==> config.mk <==
export PLATFORM = sky130hd
export DESIGN_NAME = uart_baud_and_tx_status_flat
export DESIGN_NICKNAME = d
export VERILOG_FILES = /design/src/uart_pkg.sv /design/src/uart_link_if.sv /design/src/uart_baud_and_tx_status.sv /design/src/flat_wrapper.sv
export SDC_FILE = /design/constraint.sdc
export NUM_CORES = 1
export LEC_CHECK = 0
export BUFFER_PORTS_ARGS = -buffer_cell sky130_fd_sc_hd__clkbuf_2
export CAP_MARGIN = 20
export CORE_AREA = 2 2 115 72
export CTS_BUF_LIST = sky130_fd_sc_hd__clkbuf_4 sky130_fd_sc_hd__clkbuf_8
export CTS_CLUSTER_DIAMETER = 50
export DETAILED_ROUTE_END_ITERATION = 7
export DIE_AREA = 0 0 117 74
export PLACE_DENSITY = 0.75
export SKIP_CTS_REPAIR_TIMING = 1
export SLEW_MARGIN = 0
export SYNTH_ARGS = -nofsm -noshare
export SYNTH_HDL_FRONTEND = slang
export SYNTH_SLANG_ARGS = --single-unit
export TNS_END_PERCENT = 5
==> constraint.sdc <==
create_clock -name clock -period 6.1 [get_ports clock]
set_clock_uncertainty 0.2 [all_clocks]
set_input_delay 0.305 -clock clock [delete_from_list [all_inputs] [get_ports clock]]
set_output_delay 0.305 -clock clock [all_outputs]
set_load 0.05 [all_outputs]
==> src/uart_pkg.sv <==
/*
 constants shared by the serial status block and its register bridge.
 assumes an 8-bit register port on the device and APB on the bridge.
*/
package uart_pkg;
	// device register addresses
	localparam logic [15:0] ADDR_INPUT_SEL = 16'hFF8C;
	localparam logic [15:0] ADDR_TX_STATUS = 16'hFF95;
	localparam logic [15:0] ADDR_BASE_CLK = 16'hFF96;
	localparam logic [15:0] ADDR_BAUD_DIV = 16'hFF97;
	localparam logic [15:0] ADDR_SER_CTRL = 16'hFF98;
	localparam logic [15:0] ADDR_TX_BUF = 16'hFF99;
	// reset values
	localparam logic [7:0] RST_INPUT_SEL = 8'h00;
	localparam logic [7:0] RST_TX_STATUS = 8'h00;
	localparam logic [7:0] RST_BASE_CLK = 8'h00;
	localparam logic [7:0] RST_BAUD_DIV = 8'hFF;
	localparam logic [7:0] RST_SER_CTRL = 8'h16;
	// writable bits per register
	localparam logic [7:0] MASK_INPUT_SEL = 8'h03;
	localparam logic [7:0] MASK_BASE_CLK = 8'h0F;
	localparam logic [7:0] MASK_SER_CTRL = 8'h1F;
	// field positions
	localparam int BIT_SHIFTER_BUSY = 0;
	localparam int BIT_BUF_FULL = 1;
	localparam int BIT_IRQ_FROM_RX = 0;
	localparam int BIT_CAPTURE_FROM_RX = 1;
	localparam int BRK_LSB = 2;
	localparam int BRK_MSB = 4;
	// break width codes and lengths
	localparam logic [2:0] BRK_CODE_13 = 3'h5;
	localparam logic [2:0] BRK_CODE_14 = 3'h6;
	localparam logic [2:0] BRK_CODE_15 = 3'h7;
	localparam logic [3:0] BRK_LEN_13 = 4'hD;
	localparam logic [3:0] BRK_LEN_14 = 4'hE;
	localparam logic [3:0] BRK_LEN_15 = 4'hF;
	// prescaler and divider
	localparam int PRESC_W = 11;
	localparam logic [3:0] PRESC_SEL_MAX = 4'hB;
	localparam logic [7:0] DIV_MIN = 8'h08;
	// bridge APB offsets
	localparam logic [11:0] APB_ADDR = 12'h000;
	localparam logic [11:0] APB_WDATA = 12'h004;
	localparam logic [11:0] APB_CTRL = 12'h008;
	localparam logic [11:0] APB_STATUS = 12'h00C;
	localparam logic [11:0] APB_RDATA = 12'h010;
	localparam logic [11:0] APB_MODE = 12'h014;
	// bridge field positions
	localparam int CTRL_WRITE = 0;
	localparam int CTRL_READ = 1;
	localparam int ST_BUSY = 0;
	localparam int ST_ERR = 1;
	localparam int ST_BUF_FULL = 2;
	localparam int ST_SHIFTER = 3;
	localparam int ST_MODE_PEND = 4;
	localparam int MODE_POWER = 0;
	localparam int MODE_TXE = 1;
	localparam int MODE_RXE = 2;
endpackage

==> src/uart_link_if.sv <==
/*
 link between the register bridge and the serial status block.
 assumes both ends run on the same clock and reset.
*/
`timescale 1ns/1ns
interface uart_link_if;
	logic reg_sel;
	logic reg_wr;
	logic [15:0] reg_addr;
	logic [7:0] reg_wdata;
	logic [7:0] reg_rdata;
	logic reg_ack;
	logic unit_power_enable;
	logic transmit_enable;
	logic receive_enable;
	logic tx_buffer_full;
	logic tx_shifter_busy;
	modport dev (
		input reg_sel, reg_wr, reg_addr, reg_wdata,
		input unit_power_enable, transmit_enable, receive_enable,
		output reg_rdata, reg_ack, tx_buffer_full, tx_shifter_busy
	);
	modport ctl (
		output reg_sel, reg_wr, reg_addr, reg_wdata,
		output unit_power_enable, transmit_enable, receive_enable,
		input reg_rdata, reg_ack, tx_buffer_full, tx_shifter_busy
	);
endinterface

==> src/uart_baud_and_tx_status.sv <==
/*
 transmit status flags, base clock prescaler, baud divider, break width
 and receive pin input switch of the serial unit.
 assumes a frame shifter that takes tx_load and reports shift_done, and
 a register bridge on the link that holds reg_sel until reg_ack.
*/
// Summary of operation
// - buffer-full clears on power-off, disable, move
// - buffer write sets buffer-full flag
// - busy clears on power-off, disable, idle finish
// - busy sets on move, holds while sending
// - software writes buffer only when not full
// - reinit only after busy flag clears
// - base clock is clock over two power select
// - change base select only while unpowered
// - same-value rewrites never disturb running counters
// - eight-bit counter divides base clock by k
// - bit rate is divider output halved
// - change divisor only while tx, rx disabled
// - divisor resets to 255
// - break code selects 13, 14, 15 bits
// - serial control resets to 16 hex
// - switch bits route rx pin to inputs
// - status read-only, zero reset, upper bits zero
// - power-off stops clock, resets internal state
// - transmit disable resets transmit circuit
`timescale 1ns/1ns
module uart_baud_and_tx_status (
	// clock and reset
	input wire logic clock,
	input wire logic rst_b,
	// register port and mode bits
	uart_link_if.dev link,
	// frame shifter side
	output logic tx_load,
	output logic [7:0] tx_shifter,
	input wire logic shift_done,
	output logic base_clock,
	output logic baud_tick,
	output logic [3:0] sync_break_field,
	output logic [1:0] line_format,
	// pins
	input wire logic serial_rx_pin,
	input wire logic shared_port_pin,
	output logic timer_capture_input,
	output logic external_irq_input
);
	logic [1:0] input_sel_r;
	logic [3:0] base_sel_r;
	logic [7:0] baud_div_r;
	logic [4:0] ser_ctrl_r;
	logic [7:0] tx_holding_buffer_r;
	logic buf_full_r;
	logic busy_r;
	logic ack_r;
	logic [7:0] rdata_r;
	logic tx_load_r;
	logic [7:0] tx_shifter_r;
	logic [uart_pkg::PRESC_W-1:0] presc_r;
	logic [uart_pkg::PRESC_W-1:0] presc_mask;
	logic base_tick_r;
	logic [7:0] div_cnt_r;
	logic half_r;
	logic baud_tick_r;
	logic [2:0] sync_r [2];
	logic [1:0] filt_r;
	logic [1:0] pin_in;
	logic capture_r;
	logic irq_r;
	logic take;
	logic wr;
	logic tx_on;
	logic run;
	logic move;
	logic wrap;
	logic [7:0] rd_val;

	assign take = link.reg_sel & ~ack_r;
	assign wr = take & link.reg_wr;
	assign tx_on = link.unit_power_enable & link.transmit_enable;
	assign run = link.unit_power_enable &
		(link.transmit_enable | link.receive_enable);
	assign move = tx_on & buf_full_r & (~busy_r | shift_done);
	assign wrap = div_cnt_r >= baud_div_r - 8'h01;

	// register writes; values are only stored, nothing restarts
	always_ff @(posedge clock or negedge rst_b) begin
		if (!rst_b) begin
			input_sel_r <= uart_pkg::RST_INPUT_SEL[1:0];
			base_sel_r <= uart_pkg::RST_BASE_CLK[3:0];
			baud_div_r <= uart_pkg::RST_BAUD_DIV;
			ser_ctrl_r <= uart_pkg::RST_SER_CTRL[4:0];
			tx_holding_buffer_r <= 8'h00;
		end else if (wr) begin
			unique case (link.reg_addr)
			uart_pkg::ADDR_INPUT_SEL: begin
				input_sel_r <= link.reg_wdata[1:0];
			end
			uart_pkg::ADDR_BASE_CLK: begin
				base_sel_r <= link.reg_wdata[3:0];
			end
			uart_pkg::ADDR_BAUD_DIV: begin
				baud_div_r <= link.reg_wdata;
			end
			uart_pkg::ADDR_SER_CTRL: begin
				ser_ctrl_r <= link.reg_wdata[4:0];
			end
			uart_pkg::ADDR_TX_BUF: begin
				tx_holding_buffer_r <= link.reg_wdata;
			end
			default: begin
			end
			endcase
		end
	end

	// read mux; unmapped and write-only addresses read zero
	always_comb begin
		rd_val = 8'h00;
		unique case (link.reg_addr)
		uart_pkg::ADDR_INPUT_SEL: begin
			rd_val = {6'h00, input_sel_r};
		end
		uart_pkg::ADDR_TX_STATUS: begin
			rd_val = {6'h00, buf_full_r, busy_r};
		end
		uart_pkg::ADDR_BASE_CLK: begin
			rd_val = {4'h0, base_sel_r};
		end
		uart_pkg::ADDR_BAUD_DIV: begin
			rd_val = baud_div_r;
		end
		uart_pkg::ADDR_SER_CTRL: begin
			rd_val = {3'h0, ser_ctrl_r};
		end
		default: begin
			rd_val = 8'h00;
		end
		endcase
	end

	// answer one cycle after the request is taken
	always_ff @(posedge clock or negedge rst_b) begin
		if (!rst_b) begin
			ack_r <= 1'b0;
			rdata_r <= 8'h00;
		end else begin
			ack_r <= take;
			if (take) begin
				rdata_r <= rd_val;
			end
		end
	end

	// buffer-full flag; a write in the move cycle wins
	always_ff @(posedge clock or negedge rst_b) begin
		if (!rst_b) begin
			buf_full_r <= 1'b0;
		end else if (!tx_on) begin
			buf_full_r <= 1'b0;
		end else if (wr && link.reg_addr == uart_pkg::ADDR_TX_BUF) begin
			buf_full_r <= 1'b1;
		end else if (move) begin
			buf_full_r <= 1'b0;
		end
	end

	// shifter busy flag
	always_ff @(posedge clock or negedge rst_b) begin
		if (!rst_b) begin
			busy_r <= 1'b0;
		end else if (!tx_on) begin
			busy_r <= 1'b0;
		end else if (move) begin
			busy_r <= 1'b1;
		end else if (shift_done) begin
			busy_r <= 1'b0;
		end
	end

	// hand the buffered byte to the shifter
	always_ff @(posedge clock or negedge rst_b) begin
		if (!rst_b) begin
			tx_load_r <= 1'b0;
			tx_shifter_r <= 8'h00;
		end else begin
			tx_load_r <= move;
			if (move) begin
				tx_shifter_r <= tx_holding_buffer_r;
			end
		end
	end

	// prescaler, stopped and cleared while unpowered
	assign presc_mask = uart_pkg::PRESC_W'(
		(12'h001 << base_sel_r) - 12'h001);
	always_ff @(posedge clock or negedge rst_b) begin
		if (!rst_b) begin
			presc_r <= '0;
			base_tick_r <= 1'b0;
		end else if (!link.unit_power_enable) begin
			presc_r <= '0;
			base_tick_r <= 1'b0;
		end else begin
			presc_r <= presc_r + 1'b1;
			base_tick_r <= (presc_r & presc_mask) == presc_mask;
		end
	end

	// divide base clock by k, then halve for the bit rate
	always_ff @(posedge clock or negedge rst_b) begin
		if (!rst_b) begin
			div_cnt_r <= 8'h00;
			half_r <= 1'b0;
			baud_tick_r <= 1'b0;
		end else if (!run) begin
			div_cnt_r <= 8'h00;
			half_r <= 1'b0;
			baud_tick_r <= 1'b0;
		end else begin
			baud_tick_r <= base_tick_r & wrap & half_r;
			if (base_tick_r) begin
				if (wrap) begin
					div_cnt_r <= 8'h00;
					half_r <= ~half_r;
				end else begin
					div_cnt_r <= div_cnt_r + 8'h01;
				end
			end
		end
	end

	// pin synchronisers and glitch filter
	assign pin_in = {shared_port_pin, serial_rx_pin};
	genvar g;
	generate
		for (g = 0; g < 2; g++) begin : g_pin
			always_ff @(posedge clock or negedge rst_b) begin
				if (!rst_b) begin
					sync_r[g] <= 3'h7;
					filt_r[g] <= 1'b1;
				end else begin
					sync_r[g] <= {sync_r[g][1:0], pin_in[g]};
					if (sync_r[g][1] == sync_r[g][2]) begin
						filt_r[g] <= sync_r[g][2];
					end
				end
			end
		end
	endgenerate

	// input switch for capture and interrupt inputs
	always_ff @(posedge clock or negedge rst_b) begin
		if (!rst_b) begin
			capture_r <= 1'b1;
			irq_r <= 1'b1;
		end else begin
			capture_r <= input_sel_r[uart_pkg::BIT_CAPTURE_FROM_RX] ?
				filt_r[0] : filt_r[1];
			irq_r <= input_sel_r[uart_pkg::BIT_IRQ_FROM_RX] ?
				filt_r[0] : filt_r[1];
		end
	end

	// break width decode; unlisted codes fall back to 13 bits
	always_comb begin
		unique case (ser_ctrl_r[uart_pkg::BRK_MSB:uart_pkg::BRK_LSB])
		uart_pkg::BRK_CODE_14: sync_break_field = uart_pkg::BRK_LEN_14;
		uart_pkg::BRK_CODE_15: sync_break_field = uart_pkg::BRK_LEN_15;
		default: sync_break_field = uart_pkg::BRK_LEN_13;
		endcase
	end

	assign link.reg_ack = ack_r;
	assign link.reg_rdata = rdata_r;
	assign link.tx_buffer_full = buf_full_r;
	assign link.tx_shifter_busy = busy_r;
	assign tx_load = tx_load_r;
	assign tx_shifter = tx_shifter_r;
	assign base_clock = base_tick_r;
	assign baud_tick = baud_tick_r;
	assign line_format = ser_ctrl_r[1:0];
	assign timer_capture_input = capture_r;
	assign external_irq_input = irq_r;
endmodule

==> src/flat_wrapper.sv <==
// flat-port wrapper written by rule: the top's interface ports become plain ports
module uart_baud_and_tx_status_flat 
  (clock, rst_b, tx_load, tx_shifter, shift_done, base_clock, baud_tick, sync_break_field, line_format, serial_rx_pin, shared_port_pin, timer_capture_input, external_irq_input, link_reg_sel, link_reg_wr, link_reg_addr, link_reg_wdata, link_unit_power_enable, link_transmit_enable, link_receive_enable, link_reg_rdata, link_reg_ack, link_tx_buffer_full, link_tx_shifter_busy);
  uart_link_if link_i ();
  input wire logic clock;
  input wire logic rst_b;
  output logic tx_load;
  output logic [7:0] tx_shifter;
  input wire logic shift_done;
  output logic base_clock;
  output logic baud_tick;
  output logic [3:0] sync_break_field;
  output logic [1:0] line_format;
  input wire logic serial_rx_pin;
  input wire logic shared_port_pin;
  output logic timer_capture_input;
  output logic external_irq_input;
  input wire logic [$bits(link_i.reg_sel)-1:0] link_reg_sel;
  input wire logic [$bits(link_i.reg_wr)-1:0] link_reg_wr;
  input wire logic [$bits(link_i.reg_addr)-1:0] link_reg_addr;
  input wire logic [$bits(link_i.reg_wdata)-1:0] link_reg_wdata;
  input wire logic [$bits(link_i.unit_power_enable)-1:0] link_unit_power_enable;
  input wire logic [$bits(link_i.transmit_enable)-1:0] link_transmit_enable;
  input wire logic [$bits(link_i.receive_enable)-1:0] link_receive_enable;
  output wire logic [$bits(link_i.reg_rdata)-1:0] link_reg_rdata;
  output wire logic [$bits(link_i.reg_ack)-1:0] link_reg_ack;
  output wire logic [$bits(link_i.tx_buffer_full)-1:0] link_tx_buffer_full;
  output wire logic [$bits(link_i.tx_shifter_busy)-1:0] link_tx_shifter_busy;
  assign link_i.reg_sel = link_reg_sel;
  assign link_i.reg_wr = link_reg_wr;
  assign link_i.reg_addr = link_reg_addr;
  assign link_i.reg_wdata = link_reg_wdata;
  assign link_i.unit_power_enable = link_unit_power_enable;
  assign link_i.transmit_enable = link_transmit_enable;
  assign link_i.receive_enable = link_receive_enable;
  assign link_reg_rdata = link_i.reg_rdata;
  assign link_reg_ack = link_i.reg_ack;
  assign link_tx_buffer_full = link_i.tx_buffer_full;
  assign link_tx_shifter_busy = link_i.tx_shifter_busy;
  uart_baud_and_tx_status u_core (.clock(clock), .rst_b(rst_b), .link(link_i), .tx_load(tx_load), .tx_shifter(tx_shifter), .shift_done(shift_done), .base_clock(base_clock), .baud_tick(baud_tick), .sync_break_field(sync_break_field), .line_format(line_format), .serial_rx_pin(serial_rx_pin), .shared_port_pin(shared_port_pin), .timer_capture_input(timer_capture_input), .external_irq_input(external_irq_input));
endmodule
# Word level (Yosys, flattened, before mapping)
# Index checks and enable logic that the tools add are counted.
dict set report totals {
  regBits 79
  word_cells 83
  output_inout_bits 30
  inputBits 34
}
dict set report classes {
  n_addsub 4
  n_mux 19
  bitwise_logic 14
  n_reduce_logical 7
  n_eq_ne 15
  shifts 1
  order_cmp 1
}
# cell count
set op_table {}
lappend op_table {{16-bit equality test, second input constant} 6}
lappend op_table {{8-bit one-hot mux with 5 select lines} 1}
lappend op_table {{8-bit 2-to-1 mux} 3}
lappend op_table {{1-bit 2-to-1 mux} 13}
lappend op_table {{2-bit AND reduction} 6}
lappend op_table {{11-bit by 1-bit adder with 11-bit output, second input constant} 1}
lappend op_table {{11-bit bitwise AND} 1}
lappend op_table {{11-bit equality test} 1}
lappend op_table {{11-bit 2-to-1 mux} 1}
lappend op_table {{1-bit by 4-bit left shift with 11-bit output, first input constant} 1}
lappend op_table {{11-bit by 1-bit subtractor with 11-bit output, second input constant} 1}
lappend op_table {{8-bit by 1-bit adder with 8-bit output, second input constant} 1}
lappend op_table {{1-bit bitwise AND} 8}
lappend op_table {{8-bit >= comparator} 1}
lappend op_table {{8-bit by 1-bit subtractor with 8-bit output, second input constant} 1}
lappend op_table {{3-bit equality test, second input constant} 2}
lappend op_table {{3-bit != test, second input constant} 2}
lappend op_table {{2-bit one-hot mux with 2 select lines} 1}
lappend op_table {{1-bit inverter} 3}
lappend op_table {{1-bit equality test} 2}
lappend op_table {{2-bit by 1-bit != test with 1-bit output, second input constant} 1}
lappend op_table {{2-bit != test, second input constant} 1}
lappend op_table {{1-bit bitwise OR} 2}
lappend op_table {{1-bit logical AND} 1}

# Logic depth before layout (Yosys ltp)
dict set report depth {
  ltp_word 6
  mapped_depth 11
}

# Least setup slack after synthesis
# Ideal clock, no wire load.
dict set report synth_path {
  kind {flip-flop to flip-flop}
  start {register u_core.base_sel_r[2]}
  end {register u_core.base_tick_r (netlist: u_core.base_clock)}
  arrival_ns 2.245
  setup_ns 0.125
  path_buffers 1
  setup_slack_ns 3.530
  path_stages_with_launch 9
  cell_sequence {dfrtp_1 > or4_4 > ha_1 > clkbuf_1 > or4b_2 > a21oi_1 > a21oi_1 > o22ai_1 > nor4_1}
}
dict set report synth_between {
  elab_chain_cells 5
}
# item line_no
set synth_lines {}
lappend synth_lines {{start: declaration} uart_baud_and_tx_status.sv:49} ;# logic [3:0] base_sel_r;
lappend synth_lines {{start signal: assignment} uart_baud_and_tx_status.sv:90} ;# base_sel_r <= uart_pkg::RST_BASE_CLK[3:0];
lappend synth_lines {{start signal: assignment} uart_baud_and_tx_status.sv:100} ;# base_sel_r <= link.reg_wdata[3:0];
lappend synth_lines {{1-bit by 4-bit left shift with 11-bit output (*)} uart_baud_and_tx_status.sv:196} ;# (12'h001 << base_sel_r) - 12'h001);
lappend synth_lines {{11-bit by 1-bit subtractor with 11-bit output (*)} uart_baud_and_tx_status.sv:196}
lappend synth_lines {{11-bit bitwise AND} uart_baud_and_tx_status.sv:206} ;# base_tick_r <= (presc_r & presc_mask) == presc_mask;
lappend synth_lines {{11-bit equality test (*)} uart_baud_and_tx_status.sv:206}
lappend synth_lines {{1-bit 2-to-1 mux (*)} uart_baud_and_tx_status.sv:201} ;# end else if (!link.unit_power_enable) begin
lappend synth_lines {{end signal: assignment} uart_baud_and_tx_status.sv:206}
lappend synth_lines {{end: declaration} uart_baud_and_tx_status.sv:61} ;# logic base_tick_r;
# Mark *: on every way between the ends. The rest lies on a longest branch, timed or not.
# A chain may end at the register's enable or synchronous reset.

# Worst setup path in the final report
dict set report layout_path {
  start {register u_core.baud_div_r[2]}
  end {register u_core.div_cnt_r[6]}
}
dict set report layout_between {
  elab_chain_cells 5
}
# item line_no
set layout_lines {}
lappend layout_lines {{start: declaration} uart_baud_and_tx_status.sv:50} ;# logic [7:0] baud_div_r;
lappend layout_lines {{start signal: assignment} uart_baud_and_tx_status.sv:91} ;# baud_div_r <= uart_pkg::RST_BAUD_DIV;
lappend layout_lines {{start signal: assignment} uart_baud_and_tx_status.sv:103} ;# baud_div_r <= link.reg_wdata;
lappend layout_lines {{8-bit by 1-bit subtractor with 8-bit output} uart_baud_and_tx_status.sv:84} ;# assign wrap = div_cnt_r >= baud_div_r - 8'h01;
lappend layout_lines {{8-bit >= comparator} uart_baud_and_tx_status.sv:84}
lappend layout_lines {{8-bit 2-to-1 mux} uart_baud_and_tx_status.sv:223} ;# if (wrap) begin
lappend layout_lines {{8-bit 2-to-1 mux} uart_baud_and_tx_status.sv:222} ;# if (base_tick_r) begin
lappend layout_lines {{8-bit 2-to-1 mux} uart_baud_and_tx_status.sv:216} ;# end else if (!run) begin
lappend layout_lines {{end signal: assignment} uart_baud_and_tx_status.sv:227} ;# div_cnt_r <= div_cnt_r + 8'h01;
lappend layout_lines {{end: declaration} uart_baud_and_tx_status.sv:62} ;# logic [7:0] div_cnt_r;
# No other way between the ends. The select of a mux whose other input is x is not followed.

==> results.yml <==
timing:
  worstMarginPinSlew_ns: 0.9798
  hold_violations: 0
  period_share_pct: 49.63
  rsz0062_at_grt: "no"
  finalSetupTns_ns: 0
  drv_slew: 0
  fmax_mhz: 330.3
  slew_headroom_pct: 34.68
  finalCriticalPeriod_ns: 3.028
  setup_violations: 0
clock_tree:
  clock_latency_ns: 0.36
  cts_buffers: 9
  cts.clk_slew.worst_paths_ns: 0.08
  htreeDepth: 3
  cts_sinks: 79
  cts_tree: "yes"
  max-clock-path-buffers: 2
  clockRootBuffer: "clkbuf_8"
place:
  dpl.hpwl_um: 6286
  place_area_mm2: 0.004373
  port_buffers: 61
  dp.cells: 519
  place.gp.congestion: 0.8656
logic_synthesis:
  synth_seq_cells: 79
  ys_top_cells_by_count: "dfrtp_1, nand2_1, mux2_2"
  synth_most_common_cell: "dfrtp_1"
  syn-cell-area_mm2: 0.004004
  yosysWarnings: 0
  synth_ff_type: "dfrtp_1"
  ys_async_sr_fraction_pct: 100.0
  yosysUniqueCellTypes: 55
  synth-edff-count: 0
  synth_top_cell_area_share_pct: 36.25
  netlist_instances: 364
  syn_area_per_cell_um2: 11.00
  ys_seq_area_share_pct: 50.03
  yosysTopAreaCell: "dfrtp_1"
  synthTopCellsByArea: "dfrtp_1, dfstp_2, mux2_2"
final_layout:
  seq_area_mm2: 0.002003
  postLayoutCellArea_mm2: 0.004613
  n_antenna_cell: 0
  final_core_util_pct: 60.20
  layout-drive-gt1-share_pct: 34.03
  fin_cells: 540
  area_growth_pct: 15.22
  multi_input_area_mm2: 0.001889
  nNetsFinal: 473
  fillers: 624
floorplanning:
  rows: 25
  dieHeight_um: 74
  core_mm2: 0.007664
  die_area_mm2: 0.008658
  ios: 64
  die_w_um: 117
  initial_utilization_pct: 52.24
critical_path:
  endpoint_kind: "flip-flop"
  cp_common_cell: "nand2_1"
  cp-start-kind: "flip-flop"
  arrival_ns: 3.12
  path_class: "reg -> reg"
  worst-path-max-fanout: 8
  cpMaxStageDelayCell: "a211oi_1"
  path_cells: "nor4_1, nand2_1, xor2_1, ha_1, a21oi_1, o21ai_0, a211oi_1, clkbuf_2, a32oi_1, nand2_1"
  cpLargestDelayFamily: "compound AO/OA/AOI/OAI gates"
  max_stage_delay_ns: 0.53
  path_buf_inv: 1
  required_ns: 6.19
route:
  via_count: 2951
  drt-total-wl_um: 8658
  vias_per_cell: 5.465
  ant_nets: 0
  wire_per_inst_um: 16.03
  drt_iter0_drc: 214
  first_pass_iters: 4
  drc_errors: 0
grt:
  grt_use_total_pct: 21.31
  grt_pass1_wl_um: 13930
  antenna_found_initial: 0
  grt_max_degree: 80
  grt_pass1_vias: 2809
  gr-total-overflow: 0
power:
  pwr-share-seq_pct: 54.6
  switching_power_mw: 0.2454
  power_density_mw_per_mm2: 214.8
  p_clk_share_pct: 38.9
  ir_drop_uv: 160.6
  swShare_pct: 24.76
  p_int_mw: 0.7456
  power_frac_comb_pct: 6.5
  p_leak_nw: 2.249
  power_mw: 0.9910
run_status:
  status: "finished clean"
hold_path:
  min_path_type: "in -> reg"
run:
  cap_viol_max_count: 0
[path summary, 6_finish.rpt]
kind                                      start              endpoint  slack [ns]  cells after the start
max                        u_core.baud_div_r[2]   u_core.div_cnt_r[6]        3.07                     10
min                           link_reg_wdata[7]  u_core.baud_div_r[7]        0.02                      2
max reg2reg                u_core.baud_div_r[2]   u_core.div_cnt_r[6]        3.07                     10
min reg2reg                    u_core.sync_r[0]      u_core.sync_r[1]        0.16                      0
max in group asynchronous                 rst_b    u_core.presc_r[10]        4.62                      2
min in group asynchronous                 rst_b   u_core.div_cnt_r[4]        0.46                      2
[through the flow]
stage               setup WS (ns)  hold WS (ns)
CTS                         2.802       -0.1792
finish                      3.072       0.01796
global placement            3.010        0.1467
floorplan                   3.530       -0.1906
global route                2.919       0.01113
detailed placement          2.821        0.1535
[layout by cell type (no fill, tap or decap), types with 10 or more instances in the layout]
cell type,instances
a21oi_1,16
and2_1,10
clkbuf_2,61
dfrtp_1,58
dfstp_2,21
ha_1,12
mux2_2,30
nand2_1,36
nand3_1,21
nor2_1,16
o21ai_0,15
xnor2_1,12
[sequential cells by signal, indices dropped and copies added (netlist names), 2 cells and up]
signal and flops:
u_core.filt_r 2, u_core.tx_shifter 8, u_core.baud_div_r 8, u_core.div_cnt_r 8, u_core.input_sel_r 2, u_core.link.reg_rdata 8, u_core.tx_holding_buffer_r 8, u_core.base_sel_r 4
u_core.sync_r 6, u_core.presc_r 11, u_core.ser_ctrl_r 5
[area by class of cell]
| class | instances | area share [%] |
|---|---|---|
| timing repair buffer | 67 | 7.811 |
| tap | 108 | 2.929 |
| multi-input combinational | 262 | 40.95 |
| sequential | 79 | 43.42 |
| clock buffer | 9 | 2.685 |
| inverter | 8 | 0.6509 |
| clock inverter | 7 | 1.546 |
[worst register-to-register path: cells and delay by family, from the launching register on]
family                   cells  cell delay (ns)
AO/OA/AOI/OAI                4             0.98
AND/OR/NAND/NOR              3             0.60
flip-flops                   1             0.41
adder cells (fa/ha/maj)      1             0.31
buffers and inverters        1             0.30
XOR/XNOR                     1             0.16
[power groups by stage]
stage	registers (mW)	logic [mW]	clock network, mW
floorplan	0.557	0.0253	0
global placement	0.551	0.0609	0
detailed placement	0.551	0.0622	0
CTS	0.542	0.0624	0.395
global route	0.543	0.0717	0.417
finish	0.541	0.0643	0.385
[per-layer routing]
layer / track usage [%] / up-vias / wire length (um)
li1: - / 1426 / -
met1: 31.72 / 1432 / 4349
met2: 30.19 / 84 / 3726
met3: 6.683 / 9 / 507
met4: 6.144 / 0 / 74
met5: 0 / - / 0
[cells by family after synthesis]
| logic type | after synthesis | synth area share [%] |
|---|---|---|
| flip-flops | 79 | 50.03 |
| adder cells (fa/ha/maj) | 14 | 4.250 |
| XOR/XNOR | 16 | 3.500 |
| AO/OA/AOI/OAI | 51 | 7.875 |
| multiplexers | 40 | 11.56 |
| buffers and inverters | 24 | 2.875 |
| AND/OR/NAND/NOR | 139 | 19.81 |
| other | 1 | 0.09366 |
(Power assumes the default switching activity.)
